### src/hw/smbx_pkg.sv
// Purpose: Shared constants for the slave bus mailbox and fault block
// Assumes: 24-bit byte addresses on both the local and the shared bus
// Notes:   Constants only, no logic

package smbx_pkg;

  // ==========================================================
  // Local CPU register addresses
  localparam logic [23:0] LOC_MAILBOX_ADDR  = 24'h4E_0004;
  localparam logic [23:0] LOC_IRQ_TRIG_ADDR = 24'h4E_0006;
  localparam logic [23:0] LOC_FAULT_ADDR    = 24'h4E_0007;

  // ==========================================================
  // Shared bus window and slot register decode
  localparam logic [3:0]  ICB_WIN_NIBBLE    = 4'h6;
  localparam logic [15:0] SLOT_REG_OFFS     = 16'hFFFC;

  // ==========================================================
  // Configuration port fields
  localparam int CFG_RESET_BIT = 15;
  localparam int CFG_HALT_BIT  = 14;
  localparam int CFG_IRQ_BIT   = 13;
  localparam int CFG_PRI_HI    = 12;
  localparam int CFG_PRI_LO    = 11;
  localparam int CFG_LVL_HI    = 10;
  localparam int CFG_LVL_LO    = 8;
  localparam int CFG_CMD_HI    = 7;
  // Reset and halt released, priority 0, no bus level
  localparam logic [15:0] CFG_RESET_VAL = 16'hC000;
  localparam logic [7:0]  CMD_RESET_VAL = 8'h00;

  // ==========================================================
  // Status and identity word fields
  localparam int STAT_SI_BIT    = 15;
  localparam int STAT_MI_BIT    = 14;
  localparam int STAT_SLAVE_BIT = 8;
  // Board type code: value is arbitrary
  localparam logic [4:0] BOARD_TYPE = 5'h0A;
  localparam logic [7:0] STATUS_RESET_VAL = 8'h00;

  // ==========================================================
  // Fault cause byte fields
  localparam int FLT_TIMEOUT_BIT  = 6;
  localparam int FLT_BUS_ERR_BIT  = 5;
  localparam int FLT_UNCORR_BIT   = 4;
  localparam int FLT_CODE_DATA    = 3;
  localparam int FLT_DATA_EXEC    = 2;
  localparam int FLT_PROT_WR      = 1;
  localparam int FLT_OWNER_BIT    = 0;
  localparam logic [7:0] FAULT_RESET_VAL = 8'h00;

  // ==========================================================
  // Local interrupt levels
  localparam logic [2:0] LVL_FROM_MASTER = 3'h5;
  localparam logic [2:0] LVL_SERIAL      = 3'h4;
  localparam logic [2:0] LVL_NONE        = 3'h0;

endpackage : smbx_pkg

### src/hw/smbx_flag.sv
// Purpose: Sticky request flag, set by one party, cleared by another
// Assumes: set and clr are one-cycle pulses
// Notes:   Set wins over a clear in the same cycle

`timescale 1ns/1ps
`default_nettype none

module smbx_flag (
  input  wire logic clk,
  input  wire logic rst,
  input  wire logic set,
  input  wire logic clr,
  output logic      q
);

  // ==========================================================
  // Flag
  always_ff @(posedge clk or posedge rst) begin
    if (rst) begin
      q <= 1'b0;
    end else if (set) begin
      q <= 1'b1;
    end else if (clr) begin
      q <= 1'b0;
    end
  end

endmodule : smbx_flag

`default_nettype wire

### src/hw/smbx_ipl_enc.sv
// Purpose: Encode interrupt sources to a local autovector level
// Assumes: All sources are active-high levels synchronous to clk
// Notes:   Slave and master boards map bus requests differently

`timescale 1ns/1ps
`default_nettype none

module smbx_ipl_enc
  import smbx_pkg::*;
(
  input  wire logic       is_master,
  input  wire logic       from_master_irq,
  input  wire logic       serial_irq,
  input  wire logic [5:1] bus_irq,
  output logic      [2:0] ipl
);

  // ==========================================================
  // Priority encode, highest level wins
  always_comb begin
    ipl = LVL_NONE;
    if (is_master) begin
      for (int i = 1; i <= 5; i++) begin
        if (bus_irq[i]) begin
          ipl = 3'(i);
        end
      end
      // Level four shared by serial ports and bus request four
      if (serial_irq && ipl < LVL_SERIAL) begin
        ipl = LVL_SERIAL;
      end
    end else begin
      if (serial_irq) begin
        ipl = LVL_SERIAL;
      end
      if (from_master_irq) begin
        ipl = LVL_FROM_MASTER;
      end
    end
  end

endmodule : smbx_ipl_enc

`default_nettype wire

### src/hw/smbx_top.sv
// Purpose: Slave side of the inter-processor bus: mailbox, request
//          flags, fault cause latch, slot configuration and status
// Assumes: Single 125 MHz clock, all inputs synchronous, strobes are
//          one-cycle pulses, system reset drives rst
// Notes:   Answers on both buses come one cycle after the strobe

`timescale 1ns/1ps
`default_nettype none

// What this block does
// - One local address reads master command byte, writes slave status byte.
// - Master command write raises local interrupt; local mailbox read clears it.
// - Any local write to trigger address sets outgoing request; data discarded.
// - Local CPU cannot read back its outgoing request or its level.
// - Master reading the status byte clears the slave's outgoing request.
// - Fault cause byte latches flags at each bus fault, holds until next.
// - Fault bits: 6 timeout, 5 bus error, 4 uncorrectable memory; 7 unused.
// - Fault bits: 3 code page data, 2 data page execute, 1 protect, 0 owner.
// - Config word: 15 reset, 14 halt, 13 irq, 12:11 pri, 10:8 level, cmd.
// - Writing one to config irq bit interrupts the slave CPU.
// - Two priority bits set slave priority on the main memory bus.
// - Status word: 15 si, 14 mi, 13:9 board type, 8 slave, 7:0 status.
// - Status word readable as either byte or as a whole word.
// - Slot registers decode inside bus window, selected by board slot number.
// - On a slave board, master interrupt reaches CPU as level five.
// - On a master board, bus requests map to levels 1-5, four shared.
module smbx_top
  import smbx_pkg::*;
(
  input  wire logic        clk,
  input  wire logic        rst,
  input  wire logic        is_master,
  input  wire logic [3:0]  slot_id,
  input  wire logic        loc_rd,
  input  wire logic        loc_wr,
  input  wire logic [23:0] loc_addr,
  input  wire logic [7:0]  loc_wdata,
  output logic      [7:0]  loc_rdata,
  output logic             loc_ack,
  input  wire logic        icb_rd,
  input  wire logic        icb_wr,
  input  wire logic [23:0] icb_addr,
  input  wire logic        icb_uds,
  input  wire logic        icb_lds,
  input  wire logic [15:0] icb_wdata,
  output logic      [15:0] icb_rdata,
  output logic             icb_dtack,
  input  wire logic [7:1]  icb_irq_in_n,
  output logic      [7:1]  icb_irq_o,
  output logic      [7:1]  icb_irq_oe,
  input  wire logic        fault_stb,
  input  wire logic [6:0]  fault_flags,
  input  wire logic        serial_irq,
  output logic      [2:0]  cpu_ipl,
  output logic             slave_reset_n,
  output logic             slave_halt_n,
  output logic      [1:0]  main_memory_bus_pri
);

  // ==========================================================
  // Declarations
  logic        loc_mbox_hit;
  logic        loc_trig_hit;
  logic        loc_fault_hit;
  logic        icb_hit;
  logic        icb_cfg_wr;
  logic        icb_cmd_wr;
  logic        icb_stat_rd;
  logic        in_irq_set;
  logic        in_irq_clr;
  logic        out_req_set;
  logic        out_req_clr;
  logic        slave_irq_pending;
  logic        master_irq_pending;
  logic [7:0]  cmd_byte;
  logic [7:0]  status_byte;
  logic [7:0]  fault_cause;
  logic [15:8] cfg_hi;
  logic [2:0]  out_level;
  logic [15:0] status_word;
  logic [7:0]  next_loc_rdata;
  logic        loc_mapped;
  logic [15:8] next_cfg_hi;
  logic [7:0]  next_fault_cause;
  logic [5:1]  bus_irq;

  // ==========================================================
  // Address decode
  function automatic logic slot_match(
    input logic [23:0] a,
    input logic [3:0]  slot
  );
    slot_match = (a[23:20] == ICB_WIN_NIBBLE) &&
                 (a[19:16] == slot) &&
                 (a[15:1] == SLOT_REG_OFFS[15:1]);
  endfunction : slot_match

  // Whole level decoded to one bus request line
  function automatic logic [7:1] level_onehot(input logic [2:0] lvl);
    level_onehot = '0;
    for (int i = 1; i <= 7; i++) begin
      if (lvl == 3'(i)) begin
        level_onehot[i] = 1'b1;
      end
    end
  endfunction : level_onehot

  assign loc_mbox_hit  = (loc_addr == LOC_MAILBOX_ADDR);
  assign loc_trig_hit  = (loc_addr == LOC_IRQ_TRIG_ADDR);
  assign loc_fault_hit = (loc_addr == LOC_FAULT_ADDR);
  // Unmapped local addresses get no answer at all
  assign loc_mapped    = loc_mbox_hit || loc_trig_hit || loc_fault_hit;

  // Window and slot number select this board's slot registers
  assign icb_hit     = slot_match(icb_addr, slot_id);
  assign icb_cfg_wr  = icb_wr && icb_hit && icb_uds;
  assign icb_cmd_wr  = icb_wr && icb_hit && icb_lds;
  // Status byte sits on the low lane, read alone or as a word
  assign icb_stat_rd = icb_rd && icb_hit && icb_lds;

  // ==========================================================
  // Request flags
  // Command write or config irq bit interrupts the local CPU
  assign in_irq_set = icb_cmd_wr ||
                      (icb_cfg_wr && icb_wdata[CFG_IRQ_BIT]);
  assign in_irq_clr = loc_rd && loc_mbox_hit;

  // Written data ignored, any write raises the request
  assign out_req_set = loc_wr && loc_trig_hit;
  assign out_req_clr = icb_stat_rd;

  // Both flags clear on reset and let a set win over a clear
  smbx_flag u_in_irq (
    .clk (clk),
    .rst (rst),
    .set (in_irq_set),
    .clr (in_irq_clr),
    .q   (slave_irq_pending)
  );

  smbx_flag u_out_req (
    .clk (clk),
    .rst (rst),
    .set (out_req_set),
    .clr (out_req_clr),
    .q   (master_irq_pending)
  );

  // ==========================================================
  // Mailbox bytes
  always_ff @(posedge clk or posedge rst) begin
    if (rst) begin
      cmd_byte <= CMD_RESET_VAL;
    end else if (icb_cmd_wr) begin
      cmd_byte <= icb_wdata[CFG_CMD_HI:0];
    end
  end

  always_ff @(posedge clk or posedge rst) begin
    if (rst) begin
      status_byte <= STATUS_RESET_VAL;
    end else if (loc_wr && loc_mbox_hit) begin
      status_byte <= loc_wdata;
    end
  end

  // ==========================================================
  // Configuration port, high byte
  // Irq bit is an action, not stored state
  always_comb begin
    next_cfg_hi = cfg_hi;
    if (icb_cfg_wr) begin
      next_cfg_hi = icb_wdata[15:8];
      next_cfg_hi[CFG_IRQ_BIT] = 1'b0;
    end
  end

  always_ff @(posedge clk or posedge rst) begin
    if (rst) begin
      cfg_hi <= CFG_RESET_VAL[15:8];
    end else begin
      cfg_hi <= next_cfg_hi;
    end
  end

  // Reset and halt are active low: clear both to hold the slave
  assign slave_reset_n = cfg_hi[CFG_RESET_BIT];
  assign slave_halt_n  = cfg_hi[CFG_HALT_BIT];
  assign main_memory_bus_pri =
    cfg_hi[CFG_PRI_HI:CFG_PRI_LO];
  assign out_level = cfg_hi[CFG_LVL_HI:CFG_LVL_LO];

  // ==========================================================
  // Outgoing bus request, open-drain low drive
  // Level zero drives no line
  assign icb_irq_o  = '0;
  assign icb_irq_oe = master_irq_pending ?
                      level_onehot(out_level) : '0;

  // ==========================================================
  // Fault cause latch
  // Each cause lands on its own bit; bit 7 always reads zero
  // Source wiring must follow the same bit order as the byte
  always_comb begin
    next_fault_cause = FAULT_RESET_VAL;
    next_fault_cause[FLT_TIMEOUT_BIT] = fault_flags[FLT_TIMEOUT_BIT];
    next_fault_cause[FLT_BUS_ERR_BIT] = fault_flags[FLT_BUS_ERR_BIT];
    next_fault_cause[FLT_UNCORR_BIT]  = fault_flags[FLT_UNCORR_BIT];
    next_fault_cause[FLT_CODE_DATA]   = fault_flags[FLT_CODE_DATA];
    next_fault_cause[FLT_DATA_EXEC]   = fault_flags[FLT_DATA_EXEC];
    next_fault_cause[FLT_PROT_WR]     = fault_flags[FLT_PROT_WR];
    next_fault_cause[FLT_OWNER_BIT]   = fault_flags[FLT_OWNER_BIT];
  end

  // Whole byte replaced at each fault, held between faults
  always_ff @(posedge clk or posedge rst) begin
    if (rst) begin
      fault_cause <= FAULT_RESET_VAL;
    end else if (fault_stb) begin
      fault_cause <= next_fault_cause;
    end
  end

  // ==========================================================
  // Local read mux
  // Trigger address reads zero so the flag and level stay hidden
  always_comb begin
    next_loc_rdata = 8'h00;
    if (loc_mbox_hit) begin
      next_loc_rdata = cmd_byte;
    end else if (loc_fault_hit) begin
      next_loc_rdata = fault_cause;
    end
  end

  always_ff @(posedge clk or posedge rst) begin
    if (rst) begin
      loc_ack <= 1'b0;
    end else begin
      loc_ack <= (loc_rd || loc_wr) && loc_mapped;
    end
  end

  // Read data holds until the next local read
  always_ff @(posedge clk or posedge rst) begin
    if (rst) begin
      loc_rdata <= 8'h00;
    end else if (loc_rd) begin
      loc_rdata <= next_loc_rdata;
    end
  end

  // ==========================================================
  // Slot status word and master read path
  // Flags read live, so a read shows them before its own clear
  always_comb begin
    status_word = '0;
    status_word[STAT_SI_BIT]    = slave_irq_pending;
    status_word[STAT_MI_BIT]    = master_irq_pending;
    status_word[STAT_MI_BIT-1:STAT_SLAVE_BIT+1] = BOARD_TYPE;
    status_word[STAT_SLAVE_BIT] = ~is_master;
    status_word[STAT_SLAVE_BIT-1:0] = status_byte;
  end

  // Only this slot answers, so other boards share the strobes
  always_ff @(posedge clk or posedge rst) begin
    if (rst) begin
      icb_dtack <= 1'b0;
    end else begin
      icb_dtack <= (icb_rd || icb_wr) && icb_hit;
    end
  end

  always_ff @(posedge clk or posedge rst) begin
    if (rst) begin
      icb_rdata <= 16'h0000;
    end else if (icb_rd && icb_hit) begin
      // Unselected lane reads zero
      icb_rdata <= status_word &
                   {{8{icb_uds}}, {8{icb_lds}}};
    end
  end

  // ==========================================================
  // Local interrupt level
  assign bus_irq = ~icb_irq_in_n[5:1];

  smbx_ipl_enc u_ipl (
    .is_master       (is_master),
    .from_master_irq (slave_irq_pending),
    .serial_irq      (serial_irq),
    .bus_irq         (bus_irq),
    .ipl             (cpu_ipl)
  );

endmodule : smbx_top

`default_nettype wire

### config.mk
export PLATFORM = sky130hd
export DESIGN_NAME = smbx_top
export DESIGN_NICKNAME = d
export VERILOG_FILES = /design/src/hw/smbx_pkg.sv /design/src/hw/smbx_flag.sv /design/src/hw/smbx_ipl_enc.sv /design/src/hw/smbx_top.sv
export SDC_FILE = /design/constraint.sdc
export NUM_CORES = 1
export LEC_CHECK = 0
export ABC_AREA = 1
export BUFFER_PORTS_ARGS = -buffer_cell sky130_fd_sc_hd__clkbuf_2
export CAP_MARGIN = 20
export CORE_UTILIZATION = 41
export DETAILED_ROUTE_END_ITERATION = 7
export MAX_ROUTING_LAYER = met4
export PLACE_DENSITY = 0.89
export RECOVER_POWER = 50
export SKIP_LAST_GASP = 1
export SYNTH_ARGS = -nofsm -noshare
export SYNTH_HDL_FRONTEND = slang
export SYNTH_SLANG_ARGS = --single-unit
### constraint.sdc
create_clock -name clk -period 1.6 [get_ports clk]
set_clock_uncertainty 0.05 [all_clocks]
set_input_delay 0.24 -clock clk [delete_from_list [all_inputs] [get_ports clk]]
set_output_delay 0.24 -clock clk [all_outputs]
set_load 0.02 [all_outputs]
==> metrics.md, run 1 <==
| Metric | Value |
|---|---|
| Starting Density | `43.30%` |
| Die ar. | `7155 µm²` |
| Diodes inserted | `0` |
| Setup violations, final | `0` |
| CP arrival | `1250 ps` |
| Depth of the worst hold-timing path | `3` |
| Vias in the first global route | `2631` |
| Max_cap viols | `0` |
| Synthesis-to-finish area growth | `28.46%` |
| Cell internal pwr | `1827 µW` |
| Worst Hold Class | `in2reg` |
| PortBufs | `134` |
| Die height | `84.59 µm` |
| Storage cell area | `1354 µm²` |
| Reg2Reg Depth | `1` |
| Largest area contributor in the netlist | `dfrtp_1` |
| Area post-placement | `3495 µm²` |
| Clock sink count | `54` |
| TritonRoute pass-1 iters | `8` |
| Nets | `580` |
| Failing checks | `design-rule violations` |
| Register area share after synthesis | `48.41%` |
| Share of the synthesized area in the top cell type | `46.53%` |
| Required @ worst endpoint | `1310 ps` |
| Initial antenna violation count | `0` |
| CP Capture Type | `output pin` |
| # fillers | `616` |
| Placed Instances | `546` |
| CTS tree | `yes` |
| Maximum clock insertion buffer count | `2` |
| Switching share of power | `24.57%` |
| WL/cell | `11.98 µm` |
| Worst setup margin | `63.37 ps` |
| NetSw | `595.0 µW` |
| Run status | `complete, but fails checks` |
| Crit path kind | `reg2out` |
| Seq pwr share | `57.4%` |
| Die width | `84.59 µm` |
| Global router's overall resource usage | `19.91%` |
| Core ar. | `6459 µm²` |
| Post-Syn Area | `2796 µm²` |
| P per Cell Area | `674.3 nW/µm²` |
| Gate power share | `11.8%` |
| Count of cell types in the netlist | `33` |
| Slew @ Worst Pin | `861.2 ps` |
| Peak VDD IR | `481.5 µV` |
| RSZ-0062 raised after global routing | `yes` |
| Clk root buf | `clkbuf_8` |
| Flops & latches, synth | `54` |
| Post-Place Worst Slack | `86.04 ps` |
| Clk pwr share | `30.8%` |
| Synth warn | `0` |
| Async SR Flop Fraction | `100.0%` |
| Num ports | `148` |
| Top post-synthesis cells by count | `nand2_1 (123), dfrtp_1 (52), inv_1 (31), nor2_1 (28), nand3_1 (23)` |
| DRC viols | `13` |
| Tot Pwr | `2422 µW` |
| Max Slew Vio Count | `0` |
| Area of the multi-input gates | `1197 µm²` |
| Routed vias | `2637` |
| Design area | `3592 µm²` |
| H-tree Lvls | `2` |
| Primary FF master, synth | `dfrtp_1` |
| Count leader, synth | `nand2_1` |
| Clk pin slew, worst setup/hold paths | `90 ps` |
| Largest net degree at the start of global routing | `31` |
| Routed vias/inst | `4.734` |
| Avg Synthesized Cell Area | `8.201 µm²` |
| Post-route insts no fill | `557` |
| Number of routed nets with antenna violations | `0` |
| Rel. slew slack | `42.27%` |
| Critical path fanouts, max | `2` |
| Clk_lat worst skew | `300 ps` |
| Rows | `29` |
| Num CTS Buffers | `5` |
| First-pass GRT wire length | `11100 µm` |
| Synth area leaders | `dfrtp_1 (47%), nand2_1 (17%), inv_1 (4.2%)` |
| Total congestion overflow | `0` |
| Pleak | `0.002049 µW` |
| Post-synth EDFFs | `0` |
| Fin crit share | `96.04%` |
| Layout cell share with drive strength beyond 1 | `37.92%` |
| Final wirelength | `6674 µm` |
| Period minus WS final | `1537 ps` |
| Startpoint types | `register` |
| Achievable Freq | `0.6508 GHz` |
| GPL Wtd Cong | `0.7762` |
| Detail Placement HPWL | `5395 µm` |
| Fin. Hold Viols | `0` |
| Initial DRC Count | `111` |
| Post-Syn Instances | `341` |
-- cell families (layout without fill, tap and decap cells) --
kind of cell	after synthesis	after routing	synth area share (%)
flops	54	54	48.41
buf+inv	52	182	9.888
compound gates	17	17	4.341
simple gates	208	208	33.78
mux	7	7	2.819
other cells	1	10	0.1341
xor+xnor	2	2	0.6265
-- metrics by stage --
| step | setup TNS (ps) | utilization [%] | hold WS, ps |
|---|---|---|---|
| after global routing | -13.45 | 55.62 | 51.85 |
| after detailed placement | 0 | 54.11 | 210.6 |
| final | 0 | 55.62 | 54.72 |
| after global placement | 0 | 54.11 | 197.0 |
| after floorplan | 0 | - | 257.0 |
| after CTS | 0 | 55.87 | 48.13 |
-- sequential cells by signal, summed over array words and instances, names as in the netlist --
name         count
icb_rdata       12
loc_ack          1
u_out_req.q      1
icb_dtack        1
u_in_irq.q       1
fault_cause      7
status_byte      8
loc_rdata        8
cmd_byte         8
cfg_hi           7
-- power by group through the flow --
stage | clock network [µW] | logic [µW] | registers [µW]
after floorplan | 0 | 149 | 1410
after global placement | 0 | 279 | 1420
after detailed placement | 0 | 289 | 1420
after CTS | 767 | 292 | 1390
after global routing | 814 | 322 | 1390
final | 745 | 286 | 1390
-- layer usage --
metal	wire length, µm	part of all wire [%]	GRT usage, %	vias up
met5	0	0	-	-
met4	92	1.4	6.163	0
met1	2687	40	21.89	1209
met2	3490	52	35.99	97
li1	-	-	-	1319
met3	404	6.1	4.228	12
-- timing repair --
item                                    in CTS  in global routing
hold buffers                                 1                  0
setup buffers                                2                  0
gates cloned                                 0                  0
endpoints found under the setup margin       2                  3
hold endpoints to repair                    16                  0
gates resized for setup                      1                  4
-- placed cells by master, fill, tap and decap left out, types with 2 or more instances in the layout --
cell / Yosys / layout
o21ai_2: 8 / 8
or2_2: 2 / 2
nand3_2: 3 / 4
clkbuf_1: 1 / 8
conb_1: 1 / 10
dfrtp_1: 52 / 52
mux2_2: 7 / 7
nor2_4: 4 / 4
inv_1: 31 / 30
nand2_2: 3 / 3
clkbuf_2: 0 / 127
a21oi_1: 2 / 2
nand2_1: 123 / 123
o21ai_0: 4 / 4
nand4_1: 10 / 10
nand3_1: 23 / 23
buf_4: 14 / 6
nor2_1: 28 / 28
clkbuf_8: 0 / 5
dfstp_2: 2 / 2
nor2_2: 7 / 7
-- worst max-delay path, stage by stage, from the launching register on --
cell	delay, ps
dfrtp_1	390
or2_2	310
nor2_1	110
buf_4	150
-- final cells by class --
| cell class | count | area share [%] |
|---|---|---|
| flip-flops and latches | 54 | 37.69 |
| multi-input cells | 244 | 33.33 |
| repair buffers | 142 | 20.52 |
| inverters | 32 | 3.379 |
| well taps | 77 | 2.682 |
| clock buffers | 6 | 2.020 |
| clock inverters | 2 | 0.3831 |
-- final timing paths --
| kind | from | end | slack (ps) |
|---|---|---|---|
| hold reg to reg | cfg_hi[15]$_DFFE_PP1P_ | cfg_hi[15]$_DFFE_PP1P_ | 420 |
| hold / removal | icb_wdata[15] | cfg_hi[15]$_DFFE_PP1P_ | 50 |
| setup reg to reg | fault_cause[1]$_DFFE_PP0P_ | fault_cause[1]$_DFFE_PP0P_ | 770 |
| min in group asynchronous | rst | icb_rdata[2]$_DFFE_PP0P_ | 540 |
| setup / recovery | cfg_hi[8]$_DFFE_PP0P_ | icb_irq_oe[6] | 60 |
| max in group asynchronous | rst | cfg_hi[15]$_DFFE_PP1P_ | 240 |
(Power assumes the default switching activity.)
==> run 2, diff against run 1 <==
--- a/config.mk
+++ b/config.mk
@@ -10,6 +10,6 @@
 export CAP_MARGIN = 20
-export CORE_UTILIZATION = 41
+export CORE_UTILIZATION = 49
 export DETAILED_ROUTE_END_ITERATION = 7
 export MAX_ROUTING_LAYER = met4
-export PLACE_DENSITY = 0.89
+export PLACE_DENSITY = 0.95
 export RECOVER_POWER = 50
==> constraint.sdc (replaced) <==
create_clock -name clk -period 2 [get_ports clk]
set_clock_uncertainty 0.05 [all_clocks]
set_input_delay 0.4 -clock clk [delete_from_list [all_inputs] [get_ports clk]]
set_output_delay 0.4 -clock clk [all_outputs]
set_load 0.02 [all_outputs]
==> metrics.md, run 2 (synthesized netlist as in run 1, its figures left out) <==
| Metric | Value |
|---|---|
| Setup Buffers After CTS | `0 (-2)` |
| Run status | `complete, no violations` |
| RSZ-0062 raised after global routing | `no` |
| Max_cap viols | `0 (unchanged)` |
| Fin crit share | `89.27%` |
| Rel. slew slack | `12.51% (-30 points)` |
| Setup violations, final | `0 (unchanged)` |
| Depth of the worst hold-timing path | `3 (unchanged)` |
| Largest net degree at the start of global routing | `55 (+77%)` |
| Layout cell share with drive strength beyond 1 | `36.21% (-1.7 points)` |
| First-pass GRT wire length | `10830 µm (-2.4%)` |
| Startpoint types | `register` |
| Diodes inserted | `0 (unchanged)` |
| WHS Endpoint | `cfg_hi[15]$_DFFE_PP1P_` |
| Synthesis-to-finish area growth | `26.98%` |
| Routed vias | `2602 (-1.3%)` |
| Routed vias/inst | `4.757 (+0.48%)` |
| Final wirelength | `6428 µm (-3.7%)` |
| Rows | `27 (-6.9%)` |
| Initial DRC Count | `123 (+11%)` |
| Clk_lat worst skew | `300 ps (about the same)` |
| PortBufs | `134 (unchanged)` |
| Finished Core Util | `64.49% (+8.9 points)` |
| Crit path kind | `reg2out` |
| Worst Hold Class | `in2reg` |
| Pleak | `0.002011 µW (-1.8%)` |
| Crit-path cells | `or2_2 -> nor2_1 -> clkbuf_2` |
| Max Slew Vio Count | `0 (unchanged)` |
| TritonRoute pass-1 iters | `5 (-3)` |
| CTS tree | `yes` |
| Global router's overall resource usage | `23.31% (+3.4 points)` |
| Num ports | `148 (unchanged)` |
| RR Endpoint | `u_in_irq.q$_DFFE_PP0P_` |
| Required @ worst endpoint | `1550 ps (+240 ps)` |
| Number of routed nets with antenna violations | `0 (unchanged)` |
| Critical path fanouts, max | `5 (+3)` |
| Delay-heaviest family, CP | `flip-flops` |
| Clk pin slew, worst setup/hold paths | `90 ps (about the same)` |
| CTS-repair resized insts | `0 (-1)` |
| Initial antenna violation count | `0 (unchanged)` |
| Storage cell area | `1354 µm² (unchanged)` |
| Fin Setup TNS | `0 ps (unchanged)` |
| Vias in the first global route | `2497 (-5.1%)` |
| Tot Pwr | `2083 µW (-14%)` |
| Hold-fix buffers, CTS | `0 (-1)` |
| Achievable Freq | `0.5601 GHz` |
| Maximum clock insertion buffer count | `2 (unchanged)` |
| Max FFs per register | `12 (unchanged)` |
| Clk root buf | `clkbuf_8` |
| Most frequent cells in the layout | `clkbuf_2 (126), nand2_1 (123), dfrtp_1 (52)` |
| Die ar. | `6013 µm² (-16%)` |
| Worst path max stage delay | `430 ps (+40 ps)` |
| Die width | `77.55 µm (-8.3%)` |
| Worst r2r src | `u_in_irq.q$_DFFE_PP0P_` |
| Peak VDD IR | `489.9 µV (+1.8%)` |
| Most common cell after layout, fill and taps aside | `clkbuf_2` |
| Period minus WS final | `1785 ps` |
| DRC viols | `0 (-13)` |
| Detail Placement HPWL | `5139 µm (-4.7%)` |
| Num CTS Buffers | `5 (unchanged)` |
| Core ar. | `5507 µm² (-15%)` |
| CP Capture Type | `output pin` |
| GPL Wtd Cong | `0.7575 (-2.4%)` |
| Fin. Hold Viols | `0 (unchanged)` |
| CP arrival | `1340 ps (+90 ps)` |
| Nets | `575 (-0.86%)` |
| Slew @ Worst Pin | `1312 ps (+451.1 ps)` |
| WL/cell | `11.75 µm (-1.9%)` |
| Die height | `77.55 µm (-8.3%)` |
| R2R setup slack | `1160 ps (+390 ps)` |
| Total congestion overflow | `0 (unchanged)` |
| Biggest register | `icb_rdata` |
| P per Cell Area | `586.6 nW/µm² (-13%)` |
| Area of the multi-input gates | `1191 µm² (-0.52%)` |
| Max stage delay cell, worst path | `dfrtp_1` |
| Buf/Inv on CP | `1 (unchanged)` |
| Clock sink count | `54 (unchanged)` |
| # fillers | `502 (-19%)` |
| Hold wc startpoint | `icb_wdata[15]` |
| H-tree Lvls | `2 (unchanged)` |
| Starting Density | `50.78% (+7.5 points)` |
| Reg2Reg Depth | `4 (+3)` |
run 2: power by group:
group	switching (µW)	internal (µW)	total (µW)
clock network	341	408	750
logic	120	101	221
registers	7.07	1110	1110
run 2: worst register-to-register path: stages, from the launching register on:
cell and delay [ps]:
dfrtp_1 420, inv_1 70, nor2_1 40, nor2_1 100
nand2_1 60
run 2: worst max path at each step:
stage                                from                          to  depth (start not counted)
detailed placement           icb_addr[20]     u_out_req.q$_DFFE_PP0P_                         12
floorplan                             rst      cfg_hi[10]$_DFFE_PP0P_                          1
global route                 loc_addr[21]  status_byte[0]$_DFFE_PP0P_                          8
finish              cfg_hi[8]$_DFFE_PP0P_               icb_irq_oe[2]                          3
CTS                 cfg_hi[8]$_DFFE_PP0P_               icb_irq_oe[2]                          3
global placement             icb_addr[16]   icb_rdata[12]$_DFFE_PP0P_                         10
run 2: area by class of cell:
class | instances | share of cell area (%)
flip-flops and latches | 54 | 38.13
multi-input cells | 244 | 33.54
repair buffers | 137 | 19.13
inverters | 32 | 3.383
well taps | 72 | 2.537
clock buffers | 7 | 2.431
clock inverters | 1 | 0.8457
run 2: metrics by stage:
| stage | instances | hold slack [ps] | setup slack, ps | area [µm²] |
|---|---|---|---|---|
| after floorplan | 350 | 392.2 | 238.7 | 2830 |
| after detailed placement | 539 | 404.5 | 310.1 | 3470 |
| after global routing | 547 | 214.0 | 90.13 | 3551 |
| after CTS | 547 | 67.49 | 203.8 | 3586 |
| final | 547 | 217.8 | 214.6 | 3551 |
| after global placement | 539 | 398.1 | 360.7 | 3470 |
run 2: metal layers:
layer,part of all wire (%),track usage [%],up-vias
li1,-,-,1308
met1,41,25.77,1185
met2,52,42.12,100
met3,5.1,4.353,9
met4,1.5,7.547,0
met5,0,-,-
==> run 3, diff against run 2 <==
CORE_UTILIZATION = 50   (was 49)
PLACE_DENSITY = 0.86   (was 0.95)
SYNTH_HIERARCHICAL = 1   (was not set)
==> metrics.md, run 3 <==
| Metric | Value |
|---|---|
| Hold-fix buffers, CTS | `1 (+1)` |
| Starting Density | `51.57% (+0.79 points)` |
| Gate power share | `12.5% (+1.9 points)` |
| Required @ worst endpoint | `1550 ps (about the same)` |
| Design area | `3802 µm² (+7.1%)` |
| Avg Synthesized Cell Area | `7.803 µm² (-4.8%)` |
| Initial DRC Count | `144 (+17%)` |
| Num ports | `148 (unchanged)` |
| Most frequent cells in the layout | `clkbuf_2 (127), nand2_1 (122), inv_1 (52), dfrtp_1 (52), nand4_1 (35)` |
| Largest area contributor in the netlist | `dfrtp_1` |
| Area post-placement | `3705 µm² (+6.8%)` |
| Die width | `79.92 µm (+3.1%)` |
| Critical path fanouts, max | `5 (unchanged)` |
| Num CTS Buffers | `5 (unchanged)` |
| Flops & latches, synth | `54 (unchanged)` |
| CTS-repair resized insts | `0 (unchanged)` |
| Period minus WS final | `1742 ps (-43.10 ps)` |
| Run status | `complete, no violations` |
| Detail Placement HPWL | `5601 µm (+9.0%)` |
| Post-synth EDFFs | `0 (unchanged)` |
| H-tree Lvls | `2 (unchanged)` |
| Min Hold Slack | `246.6 ps (+28.77 ps)` |
| Diodes inserted | `0 (unchanged)` |
| WL/cell | `11.98 µm (+2.0%)` |
| Startpoint types | `register` |
| Count leader, synth | `nand2_1` |
| GPL Wtd Cong | `0.8060 (+6.4%)` |
| Max stage delay cell, worst path | `dfrtp_1` |
| DRC viols | `0 (unchanged)` |
| Synth warn | `6 (+6)` |
| Core ar. | `5886 µm² (+6.9%)` |
| Max Slew Vio Count | `0 (unchanged)` |
| P per Cell Area | `544.1 nW/µm² (-7.3%)` |
| TritonRoute pass-1 iters | `5 (unchanged)` |
| Nets | `621 (+8.0%)` |
| Worst path max stage delay | `420 ps (about the same)` |
| Fin Setup TNS | `0 ps (unchanged)` |
| Clk_lat worst skew | `300 ps (about the same)` |
| Setup Buffers After CTS | `0 (unchanged)` |
| Clock sink count | `54 (unchanged)` |
| Post-Syn Area | `3035 µm² (+8.5%)` |
| Clk pin slew, worst setup/hold paths | `90 ps (about the same)` |
| CTS tree | `yes` |
| CP arrival | `1290 ps (-50 ps)` |
| Maximum clock insertion buffer count | `2 (unchanged)` |
| Synthesis-to-finish area growth | `25.27%` |
| Routed vias/inst | `4.926 (+3.6%)` |
| RSZ-0062 raised after global routing | `no` |
| Post-Syn Instances | `389 (+14%)` |
| Crit path kind | `reg2out` |
| Largest net degree at the start of global routing | `33 (-40%)` |
| Fin crit share | `87.12% (-2.2 points)` |
| Tot Pwr | `2069 µW (-0.69%)` |
| Cell internal pwr | `1588 µW (-1.6%)` |
| Seq pwr share | `53.8% (+0.4 points)` |
| Routed vias | `2936 (+13%)` |
| Max_cap viols | `0 (unchanged)` |
| Count of cell types in the netlist | `27 (-18%)` |
| Register area share after synthesis | `44.60% (-3.8 points)` |
| Pleak | `0.002159 µW (+7.4%)` |
| Achievable Freq | `0.5739 GHz (+2.5%)` |
| Rel. slew slack | `46.92% (+34 points)` |
| Crit-path cells | `or2_2 -> nor2_1 -> clkbuf_2` |
| Fin. Hold Viols | `0 (unchanged)` |
| Top post-synthesis cells by count | `nand2_1 (122), inv_1 (53), dfrtp_1 (52), nand4_1 (35), nor2_1 (30)` |
| Total congestion overflow | `0 (unchanged)` |
| Die height | `79.92 µm (+3.1%)` |
| First-pass GRT wire length | `11510 µm (+6.2%)` |
| Worst Hold Class | `in2reg` |
| Biggest register | `icb_rdata` |
| Max FFs per register | `12 (unchanged)` |
| Switching share of power | `23.23% (+0.73 points)` |
| NetSw | `480.5 µW (+2.6%)` |
| Clk pwr share | `33.8% (-2.2 points)` |
| Vias in the first global route | `2711 (+8.6%)` |
| # fillers | `521 (+3.8%)` |
| Final wirelength | `7141 µm (+11%)` |
| Async SR Flop Fraction | `100.0% (unchanged)` |
| Global router's overall resource usage | `23.78% (+0.47 points)` |
| CP Capture Type | `output pin` |
| Synth area leaders | `dfrtp_1 (43%), nand2_1 (15%), nand4_1 (7.2%)` |
| Peak VDD IR | `396.3 µV (-19%)` |
| Primary FF master, synth | `dfrtp_1` |
| Slew @ Worst Pin | `796.1 ps (-516.2 ps)` |
| Setup violations, final | `0 (unchanged)` |
| Layout cell share with drive strength beyond 1 | `34.74% (-1.5 points)` |
| Clk root buf | `clkbuf_8` |
| Rows | `28 (+3.7%)` |
| Most common cell after layout, fill and taps aside | `clkbuf_2` |
| Die ar. | `6386 µm² (+6.2%)` |
| Finished Core Util | `64.60% (+0.12 points)` |
| Share of the synthesized area in the top cell type | `42.87% (-3.7 points)` |
| Initial antenna violation count | `0 (unchanged)` |
| Number of routed nets with antenna violations | `0 (unchanged)` |
| PortBufs | `134 (unchanged)` |
==> run 3: cell types whose count changed in the layout (fill, tap and decap cells not counted), moves of 3 or more <==
cell | before | now
nand2_2 | 3 | 0
nor2_1 | 28 | 31
o21ai_2 | 8 | 20
nand3_1 | 23 | 18
nand4_1 | 11 | 35
inv_1 | 30 | 52
==> run 3: worst paths after layout <==
check | depth (start not counted) | slack (ps) | to | startpoint
setup reg to reg | 1 | 1160 | fault_cause[3]$_DFFE_PP0P_ | fault_cause[3]$_DFFE_PP0P_
setup / recovery | 3 | 260 | icb_irq_oe[6] | cfg_hi[8]$_DFFE_PP0P_
hold / removal | 3 | 250 | cfg_hi[15]$_DFFE_PP1P_ | icb_wdata[15]
max in group asynchronous | 4 | 550 | cmd_byte[3]$_DFFE_PP0P_ | rst
hold reg to reg | 2 | 420 | cfg_hi[14]$_DFFE_PP1P_ | cfg_hi[14]$_DFFE_PP1P_
min in group asynchronous | 3 | 450 | u_out_req/q$_DFFE_PP0P_ | rst
==> run 3: metal layers <==
layer	wire, µm	vias to the layer above	part of all wire [%]	track usage, %
met3	499	11	7.0	5.829
met1	2956	1345	41	27.63
li1	-	1471	-	-
met5	0	-	0	-
met2	3601	109	50	41.03
met4	83	0	1.2	6.429
==> run 3: worst max-delay path: cells and delay by family, from the launching register on <==
kind          cells  cell delay, ps
simple gates      2             410
flops             1             420
buf+inv           1             170
==> run 3: area by class of cell <==
class | instances | area (µm²) | share of cell area (%)
multi-input cells | 264 | 1336 | 35.14
clock buffers | 7 | 76.32 | 2.007
well taps | 75 | 93.84 | 2.468
repair buffers | 141 | 709.4 | 18.66
flip-flops and latches | 54 | 1354 | 35.60
clock inverters | 1 | 30.03 | 0.7897
inverters | 54 | 202.7 | 5.331
==> run 3: power by group through the flow <==
stage	Combinational, µW	Sequential [µW]	Clock, µW
after detailed placement	259	1130	0
after global routing	292	1110	776
after floorplan	147	1130	0
after CTS	262	1110	717
final	258	1110	698
after global placement	251	1130	0
==> run 3: cell families (layout without fill, tap and decap cells) <==
| logic type | Yosys count | count (layout) | share of synthesized area (%) |
|---|---|---|---|
| multiplexers | 6 | 6 | 2.226 |
| AO/OA/AOI/OAI | 24 | 24 | 6.430 |
| AND/OR/NAND/NOR | 224 | 224 | 34.21 |
| other | 1 | 10 | 0.1235 |
| buffers and inverters | 80 | 203 | 12.41 |
| flip-flops | 54 | 54 | 44.60 |
==> run 3: metrics by stage <==
stage	std cells	worst slack [ps]
after global placement	587	309.7
after CTS	596	246.9
after detailed placement	587	236.7
after global routing	596	157.4
after floorplan	398	295.4
final	596	257.7
